==> src/vpd_pkg.sv <==
// Shared constants and types for the vicinity downlink pulse-position decoder
package vpd_pkg;
    // Time base: the core clock and the edges of the reference clock
    localparam int CLK_NS         = 40;       // Core clock period
    localparam int TICK_NS        = 160;      // Spacing of reference clock edges
    localparam int SLOT_NS        = 18880;    // One slot, 256 carrier periods
    localparam int HALF_NS        = SLOT_NS / 2;
    localparam int HALF_TICK      = HALF_NS / TICK_NS;
    localparam int POWERUP_NS     = 100000;   // Blind time after field activation
    localparam int POWERUP_TICK   = (POWERUP_NS + TICK_NS - 1) / TICK_NS;
    localparam int TURN_NS        = 311500;   // Latest re-arm after a response
    localparam int TURN_TICK      = TURN_NS / TICK_NS;
    localparam int BYTE256_US     = 4833;     // One byte in byte-wide coding
    localparam int QUAD_BYTE_NS   = 302080;   // One byte in quad coding
    localparam int BYTE_SLOTS     = 256;
    localparam int QUAD_SLOTS     = QUAD_BYTE_NS / 4 / SLOT_NS;

    // Counter widths
    localparam int SUB_W          = 6;
    localparam int HIDX_W         = 10;
    localparam int PU_W           = 10;

    // Sub-half-slot counter limits; start mid-way so positions round
    localparam logic [SUB_W-1:0]  SUB_LAST  = SUB_W'(HALF_TICK - 1);
    localparam logic [SUB_W-1:0]  SUB_MID   = SUB_W'(HALF_TICK / 2);
    localparam logic [SUB_W-1:0]  PAUSE_MAX = SUB_W'(HALF_TICK - 1);

    // Half-slot positions inside delimiters and symbols
    localparam logic [HIDX_W-1:0] SOF_QUAD_POS = 10'h005;
    localparam logic [HIDX_W-1:0] SOF_BYTE_POS = 10'h006;
    localparam logic [HIDX_W-1:0] SOF_LAST     = 10'h007;
    localparam logic [HIDX_W-1:0] EOF_LAST     = 10'h003;
    localparam logic [HIDX_W-1:0] QUAD_LAST    = HIDX_W'(2 * QUAD_SLOTS - 1);
    localparam logic [HIDX_W-1:0] BYTE_LAST    = HIDX_W'(2 * BYTE_SLOTS - 1);
    localparam logic [HIDX_W-1:0] POS_ZERO     = 10'h000;

    localparam logic [PU_W-1:0]   PU_LAST   = PU_W'(POWERUP_TICK - 1);
    localparam logic [1:0]        PAIR_LAST = 2'h3;

    // Receiver states
    typedef enum logic [2:0] {
        ST_OFF  = 3'h0,
        ST_IDLE = 3'h1,
        ST_SOF  = 3'h2,
        ST_DATA = 3'h3,
        ST_EOF  = 3'h4
    } vpd_state_t;

    // Coding mode chosen by the start delimiter
    typedef enum logic {
        MODE_BYTE = 1'b0,
        MODE_QUAD = 1'b1
    } vpd_mode_t;
endpackage

==> src/vpd_buf.sv <==
// Two-entry buffer with valid and ready on both sides
`timescale 1ns/1ps
`default_nettype none
module vpd_buf #(
    parameter int W = 8                    // Word width
) (
    input  wire logic         clk,        // Core clock
    input  wire logic         rst,        // Synchronous reset, active high
    input  wire logic         in_valid,   // Word offered
    output logic              in_ready,   // Room for a word
    input  wire logic [W-1:0] in_data,    // Word in
    output logic              out_valid,  // Head entry holds a word
    input  wire logic         out_ready,  // Consumer takes the head
    output logic [W-1:0]      out_data    // Head word, registered
);
    logic         v1;
    logic [W-1:0] d1;
    logic         push;
    logic         pop;

    assign in_ready = !v1;
    assign push     = in_valid && !v1;
    assign pop      = out_valid && out_ready;

    // Head entry drives the outputs straight from flops; second entry absorbs a stall
    always_ff @(posedge clk) begin
        if (rst) begin
            out_valid <= 1'b0;
            v1        <= 1'b0;
            out_data  <= '0;
            d1        <= '0;
        end else if (pop) begin
            if (v1) begin
                out_data <= d1;
                v1       <= push;
                if (push) begin
                    d1 <= in_data;
                end
            end else begin
                out_valid <= push;
                out_data  <= in_data;
            end
        end else if (push) begin
            if (!out_valid) begin
                out_valid <= 1'b1;
                out_data  <= in_data;
            end else begin
                v1 <= 1'b1;
                d1 <= in_data;
            end
        end
    end
endmodule
`default_nettype wire

==> src/vpd_decoder.sv <==
// Vicinity downlink decoder: delimiters, pulse-position symbols, byte output
// Overview of operation
// Pauses are taken from the demodulated stream alike whether the reader used 10% or 100% depth.
// In byte-wide mode one pause in one of 256 slots of 18.88 us gives the byte as its slot index.
// The pause lies in the second half of its slot and is credited to that slot.
// In byte-wide mode the first slot decodes as 00h and the last as FFh, linearly between.
// Each byte-wide symbol lasts a fixed 4.833 ms before the next one starts.
// In quad mode one pause in one of four 18.88 us slots gives two bits as its slot index.
// Four quad symbols make a byte, the first pair landing in the lowest bits.
// Each quad byte lasts a fixed 302.08 us before the next one starts.
// Frames open and close with delimiters built from code violations, never taken as data.
// The start delimiter chooses byte-wide or quad coding for the whole frame.
// One end delimiter, the same for both modes, closes a frame.
// After the tag stops sending, its receiver is armed again within 311.5 us.
// After field activation the receiver stays blind for 0.1 ms of power-up.
// The reader talks first; the tag never receives while it is itself sending.
// The reader's carrier is 13.56 MHz within 7 kHz and one slot is 256 carrier periods.
// A misplaced pause or a second pause in one symbol discards the frame.
`timescale 1ns/1ps
`default_nettype none
module vpd_decoder (
    input  wire logic              clk,          // Core clock, 25 MHz
    input  wire logic              rst,          // Field activation reset, active high
    input  wire logic              pause_pin,    // Demodulated pause, high in a pause
    input  wire logic              ref_clk,      // Carrier-derived reference clock
    input  wire logic              tx_busy,      // Tag response in progress
    input  wire logic              out_ready,    // Consumer takes a byte
    output logic [7:0]             out_data,     // Received byte
    output logic                   out_valid,    // Byte available
    output logic                   frame_start,  // Pulse: valid start delimiter
    output logic                   frame_end,    // Pulse: frame closed cleanly
    output logic                   frame_err,    // Pulse: frame discarded
    output vpd_pkg::vpd_mode_t     frame_mode,   // Coding of the current frame
    output logic                   frame_active, // Inside a frame's data
    output logic                   rx_ready,     // Receiver armed
    output logic [7:0]             frame_bytes   // Bytes in the current frame
);
    import vpd_pkg::*;

    logic              pause_lvl;
    logic              ref_lvl;
    logic              pause_q;
    logic              ref_q;
    logic              pause_start;
    logic              tick;
    logic [PU_W-1:0]   pu_cnt;
    logic              powered;
    vpd_state_t        state;
    logic [SUB_W-1:0]  sub;
    logic [HIDX_W-1:0] hidx;
    logic [HIDX_W-1:0] sym_last;
    logic              half_end;
    logic              sym_end;
    logic [SUB_W-1:0]  pause_len;
    logic              pause_long;
    logic              seen;
    logic [1:0]        pairs;
    logic [5:0]        shreg;
    logic              push;
    logic [7:0]        push_data;
    logic              buf_ready;

    // Async pins pass four flops before use
    vpd_sync u_pause_sync (
        .clk  (clk),
        .rst  (rst),
        .din  (pause_pin),
        .dout (pause_lvl)
    );

    vpd_sync u_ref_sync (
        .clk  (clk),
        .rst  (rst),
        .din  (ref_clk),
        .dout (ref_lvl)
    );

    // Previous levels for edge finding
    always_ff @(posedge clk) begin
        if (rst) begin
            pause_q <= 1'b0;
            ref_q   <= 1'b0;
        end else begin
            pause_q <= pause_lvl;
            ref_q   <= ref_lvl;
        end
    end

    // Only the leading edge of a pause counts, as its trailing edge moves with depth
    assign pause_start = pause_lvl && !pause_q;
    // Both reference edges advance time, halving the quantisation step
    assign tick        = ref_lvl != ref_q;

    // Power-up blind time counted on reference edges
    always_ff @(posedge clk) begin
        if (rst) begin
            pu_cnt  <= '0;
            powered <= 1'b0;
        end else if (!powered && tick) begin
            pu_cnt <= pu_cnt + 1'b1;
            if (pu_cnt == PU_LAST) begin
                powered <= 1'b1;
            end
        end
    end

    // Armed once powered and not sending; re-arms on the cycle after sending ends
    always_ff @(posedge clk) begin
        if (rst) begin
            rx_ready <= 1'b0;
        end else begin
            rx_ready <= powered && !tx_busy;     // see R12
        end
    end

    // Last half-slot index of the current period, by state and mode
    always_comb begin
        sym_last = SOF_LAST;
        unique case (state)
            ST_SOF:  sym_last = SOF_LAST;
            ST_EOF:  sym_last = EOF_LAST;
            ST_DATA: begin
                if (frame_mode == MODE_QUAD) begin
                    sym_last = QUAD_LAST;        // see R06
                end else begin
                    sym_last = BYTE_LAST;        // see R02
                end
            end
            default: sym_last = SOF_LAST;
        endcase
    end

    assign half_end = tick && (sub == SUB_LAST);
    assign sym_end  = half_end && (hidx == sym_last);

    // Half-slot position counter; phase set at the first delimiter pause
    always_ff @(posedge clk) begin
        if (rst) begin
            sub  <= '0;
            hidx <= '0;
        end else if (state == ST_IDLE && pause_start) begin
            sub  <= SUB_MID;
            hidx <= '0;
        end else if (half_end) begin
            sub <= '0;
            if (hidx == sym_last) begin
                hidx <= '0;
            end else begin
                hidx <= hidx + 1'b1;
            end
        end else if (tick) begin
            sub <= sub + 1'b1;
        end
    end

    // Pause width watch: a pause outlasting a half slot is no legal pause
    always_ff @(posedge clk) begin
        if (rst) begin
            pause_len  <= '0;
            pause_long <= 1'b0;
        end else if (!pause_lvl) begin
            pause_len  <= '0;
            pause_long <= 1'b0;
        end else if (tick && !pause_long) begin
            pause_len <= pause_len + 1'b1;
            if (pause_len == PAUSE_MAX) begin
                pause_long <= 1'b1;
            end
        end
    end

    // Frame sequencer, symbol decode and byte assembly
    always_ff @(posedge clk) begin
        if (rst) begin
            state       <= ST_OFF;
            frame_mode  <= MODE_BYTE;
            seen        <= 1'b0;
            pairs       <= '0;
            shreg       <= '0;
            push        <= 1'b0;
            push_data   <= '0;
            frame_start <= 1'b0;
            frame_end   <= 1'b0;
            frame_err   <= 1'b0;
        end else begin
            push        <= 1'b0;
            frame_start <= 1'b0;
            frame_end   <= 1'b0;
            frame_err   <= 1'b0;
            unique case (state)
                ST_OFF: begin
                    if (rx_ready) begin
                        state <= ST_IDLE;
                    end
                end
                ST_IDLE: begin
                    seen <= 1'b0;
                    if (!rx_ready) begin
                        state <= ST_OFF;
                    end else if (pause_start) begin
                        state <= ST_SOF;
                    end
                end
                ST_SOF: begin
                    // Second pause at half SOF_QUAD_POS (5) or SOF_BYTE_POS (6) of the delimiter picks the mode
                    if (!rx_ready) begin
                        state <= ST_OFF;
                    end else if (pause_start) begin
                        if (!seen && hidx == SOF_QUAD_POS) begin
                            frame_mode <= MODE_QUAD; // see R09
                            seen       <= 1'b1;
                        end else if (!seen && hidx == SOF_BYTE_POS) begin
                            frame_mode <= MODE_BYTE; // see R09
                            seen       <= 1'b1;
                        end else begin
                            state <= ST_IDLE;
                        end
                    end else if (sym_end) begin
                        if (seen) begin
                            state       <= ST_DATA;
                            frame_start <= 1'b1;
                        end else begin
                            state <= ST_IDLE;
                        end
                        seen  <= 1'b0;
                        pairs <= '0;
                    end
                end
                ST_DATA: begin
                    if (!rx_ready || pause_long) begin
                        state     <= ST_IDLE;
                        frame_err <= 1'b1;
                    end else if (pause_start && hidx == POS_ZERO && !seen) begin
                        // Pause on a symbol boundary is the end delimiter
                        state <= ST_EOF;         // see R09
                        if (pairs != '0) begin
                            frame_err <= 1'b1;
                        end else begin
                            frame_end <= 1'b1;
                        end
                    end else if (pause_start && (!hidx[0] || seen)) begin
                        state     <= ST_IDLE;
                        frame_err <= 1'b1;
                    end else if (sym_end && !seen && !pause_start) begin
                        state     <= ST_IDLE;
                        frame_err <= 1'b1;
                    end else begin
                        if (pause_start) begin
                            if (frame_mode == MODE_QUAD) begin
                                // First pair lands lowest, later pairs shift in above
                                shreg <= {hidx[2:1], shreg[5:2]};
                                pairs <= pairs + 1'b1;
                                if (pairs == PAIR_LAST) begin
                                    push      <= 1'b1;
                                    push_data <= {hidx[2:1], shreg}; // see R06
                                end
                            end else begin
                                push      <= 1'b1;
                                push_data <= hidx[8:1];              // see R02
                            end
                        end
                        // Symbols follow back to back on the fixed grid
                        if (sym_end) begin
                            seen <= 1'b0;                            // see R05
                        end else if (pause_start) begin
                            seen <= 1'b1;
                        end
                    end
                    // A byte with no room means the consumer stalled too long
                    if (push && !buf_ready) begin
                        state     <= ST_IDLE;
                        frame_err <= 1'b1;
                    end
                end
                ST_EOF: begin
                    // Tail pauses of the end delimiter are ignored
                    if (sym_end || !rx_ready) begin
                        state <= ST_IDLE;
                    end
                end
                default: state <= ST_OFF;
            endcase
        end
    end

    // Status flags and per-frame byte count
    always_ff @(posedge clk) begin
        if (rst) begin
            frame_active <= 1'b0;
            frame_bytes  <= '0;
        end else begin
            frame_active <= state == ST_DATA;
            if (frame_start) begin
                frame_bytes <= '0;
            end else if (push && buf_ready) begin
                frame_bytes <= frame_bytes + 1'b1;
            end
        end
    end

    // Two entries ride out a short consumer stall without losing a byte
    vpd_buf #(
        .W (8)
    ) u_buf (
        .clk       (clk),
        .rst       (rst),
        .in_valid  (push),
        .in_ready  (buf_ready),
        .in_data   (push_data),
        .out_valid (out_valid),
        .out_ready (out_ready),
        .out_data  (out_data)
    );
endmodule
`default_nettype wire

==> src/vpd_sync.sv <==
// Three-stage synchroniser with agreement filter for asynchronous inputs
`timescale 1ns/1ps
`default_nettype none
module vpd_sync (
    input  wire logic clk,    // Core clock
    input  wire logic rst,    // Synchronous reset, active high
    input  wire logic din,    // Asynchronous input
    output logic      dout    // Filtered level in clk domain
);
    logic s1;
    logic s2;
    logic s3;

    // Stage one feeds stage two only; change taken when two and three agree
    always_ff @(posedge clk) begin
        if (rst) begin
            s1   <= 1'b0;
            s2   <= 1'b0;
            s3   <= 1'b0;
            dout <= 1'b0;
        end else begin
            s1 <= din;
            s2 <= s1;
            s3 <= s2;
            if (s2 == s3) begin
                dout <= s3;
            end
        end
    end
endmodule
`default_nettype wire
==> config.mk <==
export PLATFORM = sky130hd
export DESIGN_NAME = vpd_decoder
export DESIGN_NICKNAME = d
export VERILOG_FILES = /design/src/vpd_pkg.sv /design/src/vpd_buf.sv /design/src/vpd_decoder.sv /design/src/vpd_sync.sv
export SDC_FILE = /design/constraint.sdc
export NUM_CORES = 1
export LEC_CHECK = 0
export BUFFER_PORTS_ARGS = -buffer_cell sky130_fd_sc_hd__buf_2
export CAP_MARGIN = 40
export CORE_MARGIN = 4
export CORE_UTILIZATION = 55
export DETAILED_ROUTE_END_ITERATION = 6
export PLACE_DENSITY = 0.83
export SLEW_MARGIN = 20
export SYNTH_ARGS = -nofsm -noshare
export SYNTH_HDL_FRONTEND = slang
export SYNTH_SLANG_ARGS = --single-unit
==> constraint.sdc <==
create_clock -name clk -period 2.9 [get_ports clk]
set_clock_uncertainty 0.05 [all_clocks]
set_input_delay 0.435 -clock clk [delete_from_list [all_inputs] [get_ports clk]]
set_output_delay 0.435 -clock clk [all_outputs]
set_load 0.02 [all_outputs]
# == Yosys cells after proc, flatten, opt, wreduce, memory -nomap -nowiden ==
# Cells that the tools add are included.
# W data, S select, Z words.
# totals
register_bits,97
input_bits,6
out_inout_bits,23
word_cells,220
# op_classes
n_addsub,6
n_eq_ne,38
n_mux,74
bitwise,10
n_reduce_logical,58
# ops
cell,n
$mux W8,11
$mux W3,14
$mux W1,30
$ne A2 B2 Y1 const B,14
$reduce_and A7 Y1,3
$add A10 B1 Y10 const B,2
$eq A10 B3 Y1 const B,2
$mux W2,10
$pmux W9 S2,1
$logic_and A1 B1 Y1,17
$ne A4 B4 Y1 const B,4
$mux W5,3
$pmux W3 S5,1
$add A6 B1 Y6 const B,2
$eq A6 B6 Y1 const B,2
$eq A10 B10 Y1,1
$eq A10 B10 Y1 const B,1
$logic_not A10 Y1,1
$mux W10,1
$not A1 Y1,10
$reduce_and A10 Y1,1
$reduce_and A2 Y1,5
$reduce_bool A2 Y1,5
$logic_not A1 Y1,9
24 further kinds,36

# == Depth between registers and ports, before layout ==
# logic_depth
depth_word,12
depth_mapped,9
mapped_depth_nobuf,8

# == Hierarchy ==
# A second synthesis with hierarchy kept.
# unflattened
cells_unflattened,517
area_unflattened_um2,4569.4
# modules_own_cells
module,instances,cells_per_inst,area_per_inst_um2
vpd_decoder,1,406,3482.1
vpd_buf,1,91,862.1
vpd_sync,2,10,112.6

# == Worst setup path before layout ==
# Ideal clock, no wire load.
# synth_path
kind,register -> register
start,reg hidx[1]
end,reg pairs[0]
setup_ns,0.121
t_arrival_ns,2.128
t_required_ns,2.729
path_slack_ns,0.601
path_stages_with_launch,8
n_path_buf,0
cell_sequence,dfxtp_1 > ha_1 > or3b_2 > mux2i_1 > o211ai_4 > o21ai_0 > and3b_1 > mux2_4
# synth_between
elab_chain_len,6
word_cells_on_any_way,11
# synth_rtl
item,line_no,text
"start, declared",vpd_decoder.sv:50,logic [HIDX_W-1:0] hidx;
"start signal, assigned",vpd_decoder.sv:149,hidx <= hidx + 1'b1;
$eq A10 B10 Y1,vpd_decoder.sv:134,assign sym_end = half_end && (hidx == sym_last);
$logic_and A1 B1 Y1,vpd_decoder.sv:134,
$logic_and A1 B1 Y1 (2 in a row),vpd_decoder.sv:244,end else if (sym_end && !seen && !pause_start) begin
$ne A2 B2 Y1 (no source line),n/a,
$reduce_and A10 Y1 (no source line) *,n/a,
"end signal, assigned",vpd_decoder.sv:252,pairs <= pairs + 1'b1;
"end, declared",vpd_decoder.sv:57,logic [1:0] pairs;
# Mark *: on every way between the ends. The rest lies on a longest branch, timed or not.
# A chain may end at the register's enable or synchronous reset.

# == Worst setup path after layout ==
# layout_path
start,reg hidx[0]
end,reg pairs[0]
# The elaborated chain is that of the path after synthesis.

==> metrics.yaml <==
place:
  place_area_um2: 4636
  routabilityCongestion: 0.9446
  dp_cells: 609
  pre_cts_slack_ns: 0.4123
  dp_hpwl_um: 5821
  portBuffers: 28
flow_run:
  maxCapViolCount: 0
clock_network:
  postCtsSetupBuffers: 0
  htree_levels: 3
  clock-sinks: 97
  clk_pin_slew_ns: 0.09
  cts_tree: "done"
  root_buffer: "clkbuf_8"
  cts_buffers: 9
  ctsLongestPathBuffers: 2
  cts_hold_buf: 0
  clk_latency_ns: 0.36
  cts_resized: 0
pwr:
  irDropWorstVdd_v: 0.0004344
  power_frac_comb_pct: 2.5
  power_density_nw_per_um2: 459.3
  clock_power_share_pct: 36.6
  power_mw: 2.214
  p_leak_nw: 1.783
  switchingPower_uw: 529.2
  p_int_mw: 1.685
  seqPwrFrac_pct: 60.8
  swShare_pct: 23.91
floorplanning:
  dieArea_um2: 9545
  die_y_um: 97.70
  core_area_um2: 7767
  io_pins: 29
  start_util_pct: 56.97
  die_x_um: 97.70
  fp-row-count: 32
critical_path:
  startpoint_type: "register"
  cp.arrival_ns: 2.75
  timing.rr.start: "hidx[0]$_SDFFE_PP0N_"
  end_kind: "register"
  critPathMaxFanout: 7
  r2r-end: "pairs[0]$_SDFFE_PP0P_"
  required_ns: 3.10
  cp-startpoint: "hidx[0]$_SDFFE_PP0N_"
  critical_path_class: "reg -> reg"
  worst-r2r-cell-count: 7
  reg2reg_slack_ns: 0.35
synth:
  synth-async-reset-ratio_pct: 0
  syn_avg_cell_area_um2: 8.904
  synth_top_family_by_area: "simple AND/OR/NAND/NOR gates"
  syn-cell-area_um2: 4425
  synthTopCellsByArea: "dfxtp_1 (44%), mux2i_1 (7.5%), nor2_1 (6.4%)"
  synth_xor_area_share_pct: 5.739
  synth_nets: 516
  ys_seq_elements: 97
  synth_flop_cell: "dfxtp_1"
  synth_top_area_share_pct: 43.88
  synth_compound_area_share_pct: 12.07
  netlist_instances: 497
  yosys.area_share.simple_pct: 23.16
  synth_mux_area_share_pct: 8.058
  ys_seq_area_share_pct: 43.88
  synth_area_leader_cell: "dfxtp_1"
  synth-edff-count: 0
  synthAdderAreaFrac_pct: 3.675
  synth_warnings: 0
  ys_types: 54
layout:
  layout.cells.non_filler: 625
  finalNetCount: 537
  design_area_um2: 4820
  num_antenna_cells: 0
  fill_cells: 655
  drive_above_1_share_pct: 11.28
  final_cell_mix: "dfxtp_1 (97), nor2_1 (76), nand2_1 (37)"
  multi_input_area_um2: 2332
  seq_area_um2: 1942
  final_common_cell: "dfxtp_1"
  syn2layout_area_growth_pct: 8.906
  utilization_pct: 62.05
global_routing:
  grt_usage_pct: 17.56
  grtUsageMet3_pct: 5.097
  gr-max-usage-layer: "met2"
  grtUsageMet1_pct: 21.40
  grt_start_max_net_pins: 29
  grt_first_pass_wirelength_um: 14250
  grtUsageMet2_pct: 29.99
  antenna_found_initial: 0
  overflow: 0
  grt_pass1_vias: 3214
worst_hold_path:
  hold_class: "in -> reg"
  min_from: "tx_busy"
  whs_path_depth: 2
  holdPathEnd: "rx_ready$_SDFF_PP0_"
route:
  vias_per_cell: 5.533
  wire_per_inst_um: 13.03
  drt.antenna.violating_nets: 0
  drtPass1Iterations: 5
  drtIter0Drc: 265
  routed_wl_um: 8143
  num_vias: 3458
  drc: 0
sta:
  whs_ns: 0.1937
  fin_ws_ns: 0.3508
  hold_viol: 0
  worst_slew_pin_slew_ns: 0.7119
  timing.final.setup_violations: 0
  period_needed_ns: 2.549
  drv_slew: 0
  fin_crit_sh_pct: 87.90
  setup_tns_ns: 0
  grt_setup_unrepaired: "no"
  timing.slew.headroom_pct: 52.48
  fmax_mhz: 392.3
run_status:
  status: "complete, no violations"
==> cells by family (layout without fill, tap and decap cells) <==
logic type                 Yosys count  after routing
and+or+nand+nor                    205            205
AOI/OAI and AO/OA                   80             80
DFF                                 97             97
adders and majority gates           13             13
xor gates and xnor gates            29             29
buffers and inverters               38             64
muxes                               35             35
==> Yosys cell counts, drive strengths merged, types with 2 or more instances <==
cell type / instances
a211oi: 18
a21oi: 24
a31oi: 5
and3: 4
and3b: 2
and4: 3
buf: 6
clkbuf: 17
dfxtp: 97
ha: 13
inv: 15
mux2: 2
mux2i: 33
nand2: 37
nand2b: 10
nand3: 11
nand3b: 2
nand4: 12
nor2: 76
nor2b: 14
nor3: 11
nor3b: 2
nor4: 5
nor4b: 3
o2111ai: 2
o211ai: 2
o21a: 2
o21ai: 17
or3: 9
xnor2: 8
xor2: 21
==> registers in the layout, indices dropped and copies added (netlist names), 2 cells and up <==
name            cells
hidx               10
pu_cnt             10
frame_bytes         8
push_data           8
u_buf.d1            8
u_buf.out_data      8
pause_len           6
shreg               6
sub                 6
state               3
pairs               2
==> worst max-delay path, cell delays in order, from the launching register on <==
cell and delay, ns:
dfxtp_1 0.46, ha_1 0.26, or3b_2 0.46, mux2i_1 0.29, o211ai_4 0.18, o21ai_0 0.19
and3b_1 0.24, mux2_4 0.30
==> final cells by class <==
class	count	share of cell area [%]
inverters	15	1.168
repair buffers	33	3.686
well taps	102	2.648
clock buffers	9	2.570
flip-flops and latches	97	40.29
clock inverters	7	1.246
multi-input cells	362	48.39
==> worst max-delay path by stage <==
stage,cells past startpoint,slack (ns),endpoint
after detailed placement,7,0.41,pairs[0]$_SDFFE_PP0P_
after floorplan,7,0.60,pairs[0]$_SDFFE_PP0P_
after CTS,7,0.37,pairs[0]$_SDFFE_PP0P_
final,7,0.35,pairs[0]$_SDFFE_PP0P_
after global routing,6,0.17,push_data[4]$_SDFFE_PP0P_
after global placement,7,0.49,pairs[0]$_SDFFE_PP0P_
==> power groups by stage <==
stage                     Sequential [mW]  Clock (mW)  Combinational, mW
after global routing                 1.35       0.891             0.0641
after floorplan                      1.37           0             0.0469
after CTS                            1.35       0.837             0.0565
after detailed placement             1.38           0             0.0559
after global placement               1.38           0             0.0544
final                                1.35       0.811             0.0563
==> metal layers <==
metal / wire length, µm / share of wire (%)
met2: 3898 / 48
met1: 3751 / 46
met3: 379 / 4.7
met5: 0 / 0
met4: 114 / 1.4
Note: power is estimated with default switching activity, not from simulation.
